[config.mk]
export PLATFORM = sky130hd
export DESIGN_NAME = usc_dev_flat
export DESIGN_NICKNAME = d
export VERILOG_FILES = /design/src/logic/usc_pkg.sv /design/src/logic/usc_link_if.sv /design/src/logic/usc_dev.sv /design/src/flat_wrapper.sv
export SDC_FILE = /design/constraint.sdc
export NUM_CORES = 1
export LEC_CHECK = 0
export ABC_AREA = 1
export ABC_CLOCK_PERIOD_IN_PS = 2000
export BUFFER_PORTS_ARGS = -buffer_cell sky130_fd_sc_hd__buf_4
export CELL_PAD_IN_SITES_DETAIL_PLACEMENT = 0
export CELL_PAD_IN_SITES_GLOBAL_PLACEMENT = 1
export CORE_ASPECT_RATIO = 1.1
export CORE_MARGIN = 2
export CORE_UTILIZATION = 42
export DETAILED_ROUTE_END_ITERATION = 10
export GPL_ROUTABILITY_DRIVEN = 0
export PLACE_DENSITY_LB_ADDON = 0.1
export SYNTH_ARGS = -nofsm -noshare
export SYNTH_HDL_FRONTEND = slang
export SYNTH_SLANG_ARGS = --single-unit
export TNS_END_PERCENT = 10
[constraint.sdc]
create_clock -name ref_clk -period 2 [get_ports ref_clk]
set_clock_uncertainty 0.05 [all_clocks]
set_input_delay 0.3 -clock ref_clk [delete_from_list [all_inputs] [get_ports ref_clk]]
set_output_delay 0.3 -clock ref_clk [all_outputs]
set_load 0.01 [all_outputs]
[src/logic/usc_pkg.sv]
package usc_pkg;

  // Command codes on the link
  localparam logic [7:0] USC_CMD_EP_FIRST = 8'h40;
  localparam logic [7:0] USC_CMD_EP_LAST = 8'h4B;
  localparam logic [7:0] USC_CMD_DEV_STATUS = 8'hFE;
  localparam logic [7:0] USC_CMD_FRAME = 8'hF5;
  localparam logic [7:0] USC_CMD_PORT_FIRST = 8'hE0;
  localparam logic [7:0] USC_CMD_PORT_LAST = 8'hE2;

  // Counts of endpoints and embedded ports
  localparam int USC_NUM_EP = 12;
  localparam int USC_NUM_PORT = 3;

  // Endpoint control byte fields
  localparam int USC_EP_GUARDED_HALT = 7;
  localparam int USC_EP_RATE_REPORT_SELECT = 6;
  localparam int USC_EP_DISABLE = 5;
  localparam int USC_EP_STALL = 0;

  // Device state and embedded port status fields
  localparam int USC_ST_ATTACH = 0;
  localparam int USC_ST_ATTACH_CHANGED = 1;
  localparam int USC_ST_IDLE = 2;
  localparam int USC_ST_IDLE_CHANGED = 3;
  localparam int USC_ST_RESET = 4;

  // Frame number width
  localparam int USC_FRAME_BITS = 11;

  // Upstream idle time before suspend
  localparam int USC_IDLE_TIME_MS = 3;
  localparam int USC_CLK_KHZ = 250000;
  localparam logic [19:0] USC_IDLE_CYCLES = 20'(USC_IDLE_TIME_MS * USC_CLK_KHZ);

  // Controller register byte offsets
  localparam logic [3:0] USC_REG_CMD = 4'h0;
  localparam logic [3:0] USC_REG_WRITE = 4'h4;
  localparam logic [3:0] USC_REG_READ = 4'h8;
  localparam logic [3:0] USC_REG_STATUS = 4'hC;

  // Controller status fields
  localparam int USC_CS_DONE = 8;
  localparam int USC_CS_IRQ = 9;

  // AXI responses
  localparam logic [1:0] USC_RESP_OKAY = 2'h0;
  localparam logic [1:0] USC_RESP_SLVERR = 2'h2;

  // Command phase of the device, one-hot
  typedef enum logic [4:0] {
    USC_PH_NONE = 5'h01,
    USC_PH_EP = 5'h02,
    USC_PH_DEV = 5'h04,
    USC_PH_FRAME = 5'h08,
    USC_PH_PORT = 5'h10
  } usc_phase_type;

endpackage

[src/logic/usc_link_if.sv]
`timescale 1ns/1ps
// Byte link between the command controller and the status unit
interface usc_link_if;
  logic cmd_stb;
  logic wr_stb;
  logic rd_stb;
  logic [7:0] out_byte;
  logic [7:0] in_byte;
  logic rd_ack;
  logic irq;

  modport dev (
    input cmd_stb,
    input wr_stb,
    input rd_stb,
    input out_byte,
    output in_byte,
    output rd_ack,
    output irq
  );

  modport ctl (
    output cmd_stb,
    output wr_stb,
    output rd_stb,
    output out_byte,
    input in_byte,
    input rd_ack,
    input irq
  );
endinterface

[src/logic/usc_dev.sv]
`timescale 1ns/1ps
// What this block does
// [RULE1] Endpoint codes take one written control byte
// [RULE2] Guarded halt stalls control pair, setup ignores
// [RULE3] No guarded halt while prior packet replaced
// [RULE4] Bit 6 picks rate report or toggle
// [RULE5] Bit 5 disables endpoint; bus reset re-enables
// [RULE6] Bit 0 stalls; zero unstalls and reinitialises
// [RULE7] Device state read returns one byte
// [RULE8] Device change flags raise the interrupt
// [RULE9] Device state write touches writable bits only
// [RULE10] Bus reset flag, default state, clear on read
// [RULE11] Idle change flag set on change, read clears
// [RULE12] Idle bit after 3 ms without activity
// [RULE13] Writing zero while idle sends remote wake
// [RULE14] Attach change flag, cleared on read
// [RULE15] Attach bit drives pull-up, resets to zero
// [RULE16] Frame command gives low then high byte
// [RULE17] Port status read returns byte, clears flags
// [RULE18] Port idle change or reset raise interrupt
// [RULE19] Port status write touches writable bits only
// [RULE20] Controller sends command before its data phase
module usc_dev #(
  parameter logic [19:0] IDLE_CYCLES = usc_pkg::USC_IDLE_CYCLES
) (
  input wire logic ref_clk,
  input wire logic rstn,
  usc_link_if.dev link,
  input wire logic usb_bus_reset,
  input wire logic upstream_activity,
  input wire logic sof_valid,
  input wire logic [usc_pkg::USC_FRAME_BITS-1:0] sof_frame,
  input wire logic control_setup_seen,
  input wire logic prior_packet_replaced,
  input wire logic [usc_pkg::USC_NUM_PORT-1:0] port_idle,
  input wire logic [usc_pkg::USC_NUM_PORT-1:0] port_reset_req,
  output logic [usc_pkg::USC_NUM_EP-1:0] ep_stall,
  output logic [usc_pkg::USC_NUM_EP-1:0] ep_disable,
  output logic [usc_pkg::USC_NUM_EP-1:0] rate_report_select,
  output logic [usc_pkg::USC_NUM_EP-1:0] ep_reinit,
  output logic pullup_en,
  output logic remote_wake,
  output logic enter_default,
  output logic [usc_pkg::USC_NUM_PORT-1:0] port_attach,
  output logic [usc_pkg::USC_NUM_PORT-1:0] port_wake,
  output logic [usc_pkg::USC_NUM_PORT-1:0] port_enable
);
  import usc_pkg::*;

  typedef struct packed {
    usc_phase_type phase;
    logic [3:0] idx;
    logic second;
    logic [USC_NUM_EP-1:0] stall;
    logic [USC_NUM_EP-1:0] dis;
    logic [USC_NUM_EP-1:0] rate;
    logic [USC_NUM_EP-1:0] reinit;
    logic attach;
    logic attach_chg;
    logic idle;
    logic idle_chg;
    logic rst_flag;
    logic wake;
    logic dflt;
    logic [19:0] idle_cnt;
    logic [USC_FRAME_BITS-1:0] frame;
    logic [7:0] rdat;
    logic rack;
    logic [USC_NUM_PORT-1:0] p_attach;
    logic [USC_NUM_PORT-1:0] p_attach_chg;
    logic [USC_NUM_PORT-1:0] p_idle;
    logic [USC_NUM_PORT-1:0] p_idle_chg;
    logic [USC_NUM_PORT-1:0] p_rst;
    logic [USC_NUM_PORT-1:0] p_wake;
    logic [USC_NUM_PORT-1:0] p_enable;
  } usc_dev_state_type;

  usc_dev_state_type r;
  usc_dev_state_type next_r;
  logic clr_dev;
  logic attach_set;
  logic [USC_NUM_PORT-1:0] p_clr;
  logic [USC_NUM_PORT-1:0] p_attach_set;
  logic [7:0] b;
  logic halt_req;
  logic halt_block;

  // Endpoint byte decode, shared by the write path below
  assign b = link.out_byte;
  assign halt_req = b[USC_EP_GUARDED_HALT] && (r.idx == 4'h0);
  assign halt_block = halt_req && (control_setup_seen || prior_packet_replaced); // see [RULE2] see [RULE3]

  // Command interpreter and status bookkeeping
  always_comb begin
    next_r = r;
    clr_dev = 1'b0;
    attach_set = 1'b0;
    p_clr = '0;
    p_attach_set = '0;
    next_r.reinit = '0;
    next_r.wake = 1'b0;
    next_r.dflt = 1'b0;
    next_r.rack = 1'b0;
    next_r.p_wake = '0;
    next_r.p_enable = '0;

    // Idle timer saturates so the idle bit stays set until activity
    if (upstream_activity) begin
      next_r.idle_cnt = 20'h0_0000;
    end else if (r.idle_cnt != IDLE_CYCLES) begin
      next_r.idle_cnt = r.idle_cnt + 20'h0_0001;
    end
    next_r.idle = (next_r.idle_cnt == IDLE_CYCLES); // see [RULE12]

    if (sof_valid) begin
      next_r.frame = sof_frame;
    end

    if (link.cmd_stb) begin
      next_r.second = 1'b0;
      next_r.idx = 4'(link.out_byte[3:0]);
      if (link.out_byte >= USC_CMD_EP_FIRST && link.out_byte <= USC_CMD_EP_LAST) begin
        next_r.phase = USC_PH_EP; // see [RULE1]
      end else if (link.out_byte == USC_CMD_DEV_STATUS) begin
        next_r.phase = USC_PH_DEV;
      end else if (link.out_byte == USC_CMD_FRAME) begin
        next_r.phase = USC_PH_FRAME;
      end else if (link.out_byte >= USC_CMD_PORT_FIRST && link.out_byte <= USC_CMD_PORT_LAST) begin
        next_r.phase = USC_PH_PORT;
        next_r.idx = {2'b00, link.out_byte[1:0]};
      end else begin
        next_r.phase = USC_PH_NONE; // Codes handled elsewhere are ignored
      end
    end else if (link.wr_stb) begin
      case (r.phase)
        USC_PH_EP: begin
          next_r.phase = USC_PH_NONE; // see [RULE1]
          if (!halt_block) begin
            next_r.rate[r.idx] = b[USC_EP_RATE_REPORT_SELECT]; // see [RULE4]
            next_r.dis[r.idx] = b[USC_EP_DISABLE]; // see [RULE5]
            if (halt_req) begin
              next_r.stall[0] = 1'b1; // see [RULE2]
              next_r.stall[1] = 1'b1;
            end else if (b[USC_EP_STALL]) begin
              next_r.stall[r.idx] = 1'b1; // see [RULE6]
            end else begin
              next_r.stall[r.idx] = 1'b0; // see [RULE6]
              next_r.reinit[r.idx] = 1'b1;
            end
          end
        end
        USC_PH_DEV: begin
          next_r.phase = USC_PH_NONE;
          next_r.attach = b[USC_ST_ATTACH]; // see [RULE9] see [RULE15]
          attach_set = (b[USC_ST_ATTACH] != r.attach); // see [RULE14]
          next_r.wake = !b[USC_ST_IDLE] && r.idle; // see [RULE13]
        end
        USC_PH_PORT: begin
          next_r.phase = USC_PH_NONE;
          next_r.p_attach[r.idx[1:0]] = b[USC_ST_ATTACH]; // see [RULE19]
          p_attach_set[r.idx[1:0]] = (b[USC_ST_ATTACH] != r.p_attach[r.idx[1:0]]);
          next_r.p_wake[r.idx[1:0]] = !b[USC_ST_IDLE] && r.p_idle[r.idx[1:0]];
        end
        default: begin
          next_r.phase = r.phase; // Stray write byte has no target
        end
      endcase
    end else if (link.rd_stb) begin
      next_r.rack = 1'b1;
      next_r.rdat = 8'h00;
      case (r.phase)
        USC_PH_DEV: begin
          next_r.phase = USC_PH_NONE;
          next_r.rdat[USC_ST_ATTACH] = r.attach; // see [RULE7]
          next_r.rdat[USC_ST_ATTACH_CHANGED] = r.attach_chg;
          next_r.rdat[USC_ST_IDLE] = r.idle;
          next_r.rdat[USC_ST_IDLE_CHANGED] = r.idle_chg;
          next_r.rdat[USC_ST_RESET] = r.rst_flag;
          clr_dev = 1'b1; // see [RULE10] see [RULE11] see [RULE14]
        end
        USC_PH_FRAME: begin
          if (!r.second) begin
            next_r.rdat = r.frame[7:0]; // see [RULE16]
            next_r.second = 1'b1;
          end else begin
            next_r.rdat = {5'b00000, r.frame[USC_FRAME_BITS-1:8]}; // see [RULE16]
            next_r.phase = USC_PH_NONE;
          end
        end
        USC_PH_PORT: begin
          next_r.phase = USC_PH_NONE;
          next_r.rdat[USC_ST_ATTACH] = r.p_attach[r.idx[1:0]]; // see [RULE17]
          next_r.rdat[USC_ST_ATTACH_CHANGED] = r.p_attach_chg[r.idx[1:0]];
          next_r.rdat[USC_ST_IDLE] = r.p_idle[r.idx[1:0]];
          next_r.rdat[USC_ST_IDLE_CHANGED] = r.p_idle_chg[r.idx[1:0]];
          next_r.rdat[USC_ST_RESET] = r.p_rst[r.idx[1:0]];
          p_clr[r.idx[1:0]] = 1'b1;
          next_r.p_enable[r.idx[1:0]] = r.p_rst[r.idx[1:0]]; // End of port reset
        end
        default: begin
          next_r.phase = r.phase; // Unread phase answers zero
        end
      endcase
    end

    // Bus reset comes last so it overrides a disable in the same cycle
    if (usb_bus_reset) begin
      next_r.dis = '0; // see [RULE5]
      next_r.dflt = 1'b1; // see [RULE10]
    end

    // Sticky flags: a new event wins over a read-clear
    next_r.rst_flag = (r.rst_flag && !clr_dev) || usb_bus_reset; // see [RULE10]
    next_r.idle_chg = (r.idle_chg && !clr_dev) || (next_r.idle != r.idle); // see [RULE11]
    next_r.attach_chg = (r.attach_chg && !clr_dev) || attach_set; // see [RULE14]
    for (int i = 0; i < USC_NUM_PORT; i++) begin
      next_r.p_idle[i] = port_idle[i];
      next_r.p_idle_chg[i] = (r.p_idle_chg[i] && !p_clr[i]) || (port_idle[i] != r.p_idle[i]); // see [RULE17]
      next_r.p_attach_chg[i] = (r.p_attach_chg[i] && !p_clr[i]) || p_attach_set[i];
      next_r.p_rst[i] = (r.p_rst[i] && !p_clr[i]) || port_reset_req[i];
    end
  end

  // State register
  always_ff @(posedge ref_clk or negedge rstn) begin
    if (!rstn) begin
      r <= '0;
      r.phase <= USC_PH_NONE;
    end else begin
      r <= next_r;
    end
  end

  // Interrupt is a level while any change flag other than a port attach change stands
  assign link.irq = r.rst_flag || r.idle_chg || r.attach_chg || (|r.p_idle_chg) || (|r.p_rst); // see [RULE8] see [RULE18]
  assign link.in_byte = r.rdat;
  assign link.rd_ack = r.rack;
  assign ep_stall = r.stall;
  assign ep_disable = r.dis;
  assign rate_report_select = r.rate;
  assign ep_reinit = r.reinit;
  assign pullup_en = r.attach;
  assign remote_wake = r.wake;
  assign enter_default = r.dflt;
  assign port_attach = r.p_attach;
  assign port_wake = r.p_wake;
  assign port_enable = r.p_enable;

endmodule // usc_dev

[src/flat_wrapper.sv]
// flat-port wrapper written by rule: the top's interface ports become plain ports
module usc_dev_flat import usc_pkg::*;
#(
  parameter logic [19:0] IDLE_CYCLES = usc_pkg::USC_IDLE_CYCLES
)
  (ref_clk, rstn, usb_bus_reset, upstream_activity, sof_valid, sof_frame, control_setup_seen, prior_packet_replaced, port_idle, port_reset_req, ep_stall, ep_disable, rate_report_select, ep_reinit, pullup_en, remote_wake, enter_default, port_attach, port_wake, port_enable, link_cmd_stb, link_wr_stb, link_rd_stb, link_out_byte, link_in_byte, link_rd_ack, link_irq);
  usc_link_if link_i ();
  input wire logic ref_clk;
  input wire logic rstn;
  input wire logic usb_bus_reset;
  input wire logic upstream_activity;
  input wire logic sof_valid;
  input wire logic [usc_pkg::USC_FRAME_BITS-1:0] sof_frame;
  input wire logic control_setup_seen;
  input wire logic prior_packet_replaced;
  input wire logic [usc_pkg::USC_NUM_PORT-1:0] port_idle;
  input wire logic [usc_pkg::USC_NUM_PORT-1:0] port_reset_req;
  output logic [usc_pkg::USC_NUM_EP-1:0] ep_stall;
  output logic [usc_pkg::USC_NUM_EP-1:0] ep_disable;
  output logic [usc_pkg::USC_NUM_EP-1:0] rate_report_select;
  output logic [usc_pkg::USC_NUM_EP-1:0] ep_reinit;
  output logic pullup_en;
  output logic remote_wake;
  output logic enter_default;
  output logic [usc_pkg::USC_NUM_PORT-1:0] port_attach;
  output logic [usc_pkg::USC_NUM_PORT-1:0] port_wake;
  output logic [usc_pkg::USC_NUM_PORT-1:0] port_enable;
  input wire logic [$bits(link_i.cmd_stb)-1:0] link_cmd_stb;
  input wire logic [$bits(link_i.wr_stb)-1:0] link_wr_stb;
  input wire logic [$bits(link_i.rd_stb)-1:0] link_rd_stb;
  input wire logic [$bits(link_i.out_byte)-1:0] link_out_byte;
  output wire logic [$bits(link_i.in_byte)-1:0] link_in_byte;
  output wire logic [$bits(link_i.rd_ack)-1:0] link_rd_ack;
  output wire logic [$bits(link_i.irq)-1:0] link_irq;
  assign link_i.cmd_stb = link_cmd_stb;
  assign link_i.wr_stb = link_wr_stb;
  assign link_i.rd_stb = link_rd_stb;
  assign link_i.out_byte = link_out_byte;
  assign link_in_byte = link_i.in_byte;
  assign link_rd_ack = link_i.rd_ack;
  assign link_irq = link_i.irq;
  usc_dev #(.IDLE_CYCLES(IDLE_CYCLES)) u_core (.ref_clk(ref_clk), .rstn(rstn), .link(link_i), .usb_bus_reset(usb_bus_reset), .upstream_activity(upstream_activity), .sof_valid(sof_valid), .sof_frame(sof_frame), .control_setup_seen(control_setup_seen), .prior_packet_replaced(prior_packet_replaced), .port_idle(port_idle), .port_reset_req(port_reset_req), .ep_stall(ep_stall), .ep_disable(ep_disable), .rate_report_select(rate_report_select), .ep_reinit(ep_reinit), .pullup_en(pullup_en), .remote_wake(remote_wake), .enter_default(enter_default), .port_attach(port_attach), .port_wake(port_wake), .port_enable(port_enable));
endmodule
==> flow_summary.ini <==
[floorplan]
dieHeight_um = 132
ios = 105
core_area_sq_um = 14500
die_w_um = 120
fp-row-count = 46
dieArea_sq_um = 15900
initial_core_util_pct = 43.2

[routing]
drcViolationCount = 0
vias = 4982
vias_per_cell = 4.87
wl_per_cell_um = 15.0
dr.pass1.iters = 5
postRouteAntennaNets = 0
wl_um = 15300
drtIter0Drc = 333

[layout]
antenna_cells = 0
regArea_sq_um = 3160
nFillCells = 1420
drive_gt1_share_pct = 25.4
nets = 855
multi_input_area_sq_um = 2260
layout_commonest_cell = nand2_1
synthToLayoutAreaGrowth_pct = 22.5
final_area_sq_um = 7670
final_cell_mix = nand2_1, buf_4, dfrtp_1

[clocking]
clk_pin_slew_ns = 0.06
root_buffer = clkbuf_16
htree_levels = 4
clockBufferDepth = 2
numCtsBuffers = 17
tritoncts = done
cts_sinks = 126
clk_latency_ns = 0.42

[power]
ir_worst_vdd_mv = 0.486
leakage_nw = 3.76
power_density_nw_per_um2 = 821

[yosys]
synthXorXnorAreaFrac_pct = 0.979
synth-simple-area-share_pct = 24.1
yosysSeqAreaShare_pct = 50.4
ys_ff_latch = 126
synth-adder-area-share_pct = 0.400
synth.distinct_cells = 40
avgSynthCellArea_sq_um = 8.38
synth_compound_area_share_pct = 8.91
muxShareOfSynthArea_pct = 0.899
synth_top_family_by_area = simple AND/OR/NAND/NOR gates
syn_nets = 784
netlist_instances = 747
synth_warnings = 0
netlist_area_sq_um = 6260

[global_route]
grt_pass1_vias = 4903
grt_max_degree = 41
grt-ovfl-total = 0
grt_pass1_wl_um = 25100
grt_use_total_pct = 20.2
antenna_found_initial = 0

[critical_path]
cp-end-kind = flip-flop
crit_arrival_ns = 2.11
cp_max_fo = 5
worstRegToRegCells = 8
crit_required_ns = 2.23
startpoint_type = flip-flop
crit_type = flip-flop to flip-flop

[placement]
hpwl_um = 11600
postPlaceCellArea_sq_um = 6870
port_buffers = 104

[timing]
setup_tns_ns = 0
rsz0062_at_grt = true
worst-slew-pin-transition_ns = 0.552
drv_slew = 0
setup_viol = 0
min_period_over_period_pct = 93.9
clock.fmax_ghz = 0.532
relSlewSlack_pct = 62.3
hold_violations = 0
min_period_ns = 1.88

[worst_hold_path]
hold_class = input port to flip-flop
holdPathStages = 2

[job]
drv_cap = 0

[outcome]
status = completed
[path summary, 6_finish.rpt]
check / slack, ns / from / endpoint
worst max-delay path: 0.12 / u_core.r[121] / u_core.r[11]
worst min-delay path: 0.03 / port_reset_req[0] / u_core.r[6]
worst max register to register: 0.12 / u_core.r[121] / u_core.r[11]
worst min register to register: 0.43 / u_core.link.in_byte[2] / u_core.link.in_byte[2]
max in group asynchronous: 0.96 / rstn / u_core.r[121]
min in group asynchronous: 0.32 / rstn / u_core.ep_disable[5]
[synth_stat cells, drive strengths merged]
cell,instances,area share [%]
a2111oi,1,0.14
a21o,4,0.48
a21oi,4,0.32
a221oi,2,0.28
a22oi,3,0.36
a31oi,2,0.20
and3,1,0.10
buf,69,8.2
clkbuf,10,0.60
dfrtp,125,50
dfstp,1,0.42
ha,2,0.40
inv,93,5.6
mux2,5,0.90
nand2,164,10
nand3,56,4.8
nand4,10,1.0
nor2,91,6.2
nor3,6,0.56
nor4,6,1.1
o211ai,2,0.24
o21ai,69,5.5
o21bai,4,0.48
o221ai,1,0.14
o22ai,5,0.50
o311ai,1,0.14
o31ai,1,0.12
or2,2,0.20
xnor2,4,0.56
xor2,3,0.42
[cell type report]
| type | instances | area share (%) |
|---|---|---|
| sequential | 126 | 41.2 |
| multi-input combinational | 449 | 29.5 |
| clock buffer | 20 | 5.82 |
| clock inverter | 12 | 2.41 |
| tap | 192 | 3.13 |
| inverter | 93 | 4.55 |
| timing repair buffer | 131 | 13.4 |
[flip-flops by register name (all words and copies together), names as in the netlist, named ones only]
signal and count:
u_core.r 57, u_core.ep_disable 12, u_core.ep_reinit 12, u_core.rate_report_select 12, u_core.link.in_byte 8, u_core.port_attach 3, u_core.port_enable 3, u_core.port_wake 3
u_core.ep_stall 2, u_core.enter_default 1, u_core.link.rd_ack 1, u_core.pullup_en 1, u_core.remote_wake 1
[report_power, final]
group / switching [mW] / internal [mW]
combinational: 0.242 / 0.145
sequential: 0.0297 / 2.59
clock: 1.15 / 2.13
total: 1.42 / 4.87
[critical path, stage by stage (launching register included)]
cell and delay [ns]:
dfstp_2 0.38, nor2_1 0.18, inv_2 0.08, nor3_2 0.36, inv_1 0.20, nor2_1 0.17
nand2_1 0.14, inv_1 0.10, o21ai_0 0.10
[kinds of logic after synthesis]
logic type               count (synthesis)
AO/OA/AOI/OAI                           99
XOR/XNOR                                 7
adder cells (fa/ha/maj)                  2
buffers and inverters                  172
flip-flops                             126
multiplexers                             5
AND/OR/NAND/NOR                        336
[metrics by stage]
stage / std cells / power, mW / utilization [%] / worst slack, ns / hold slack (ns)
3_5_place_dp: 979 / 3.05 / 47.4 / 0.0968 / 0.228
2_1_floorplan: 747 / 2.83 / - / 0.332 / -0.0456
6_report: 1023 / 6.29 / 52.9 / 0.122 / 0.0326
3_3_place_gp: 979 / 3.04 / 47.4 / 0.0801 / 0.226
4_1_cts: 1018 / 6.37 / 52.2 / 0.0653 / 0.0172
5_1_grt: 1023 / 6.55 / 52.9 / -0.0292 / 0.0284
[layer usage]
layer	track usage [%]	vias to the layer above	share of wire (%)
li1	-	2476	-
met1	26.7	2357	45
met2	33.1	128	50
met4	7.04	0	1.3
met3	4.15	21	4.3
met5	0	-	0
[timing repair]
item                                   4_1_cts  5_1_grt
buffers inserted                             0        5
endpoints found under the hold margin       34        0
setup endpoints to repair                    0       24
hold buffers                                 7        0
gates resized for setup                      0       22
Note: power is estimated with default switching activity, not from simulation.
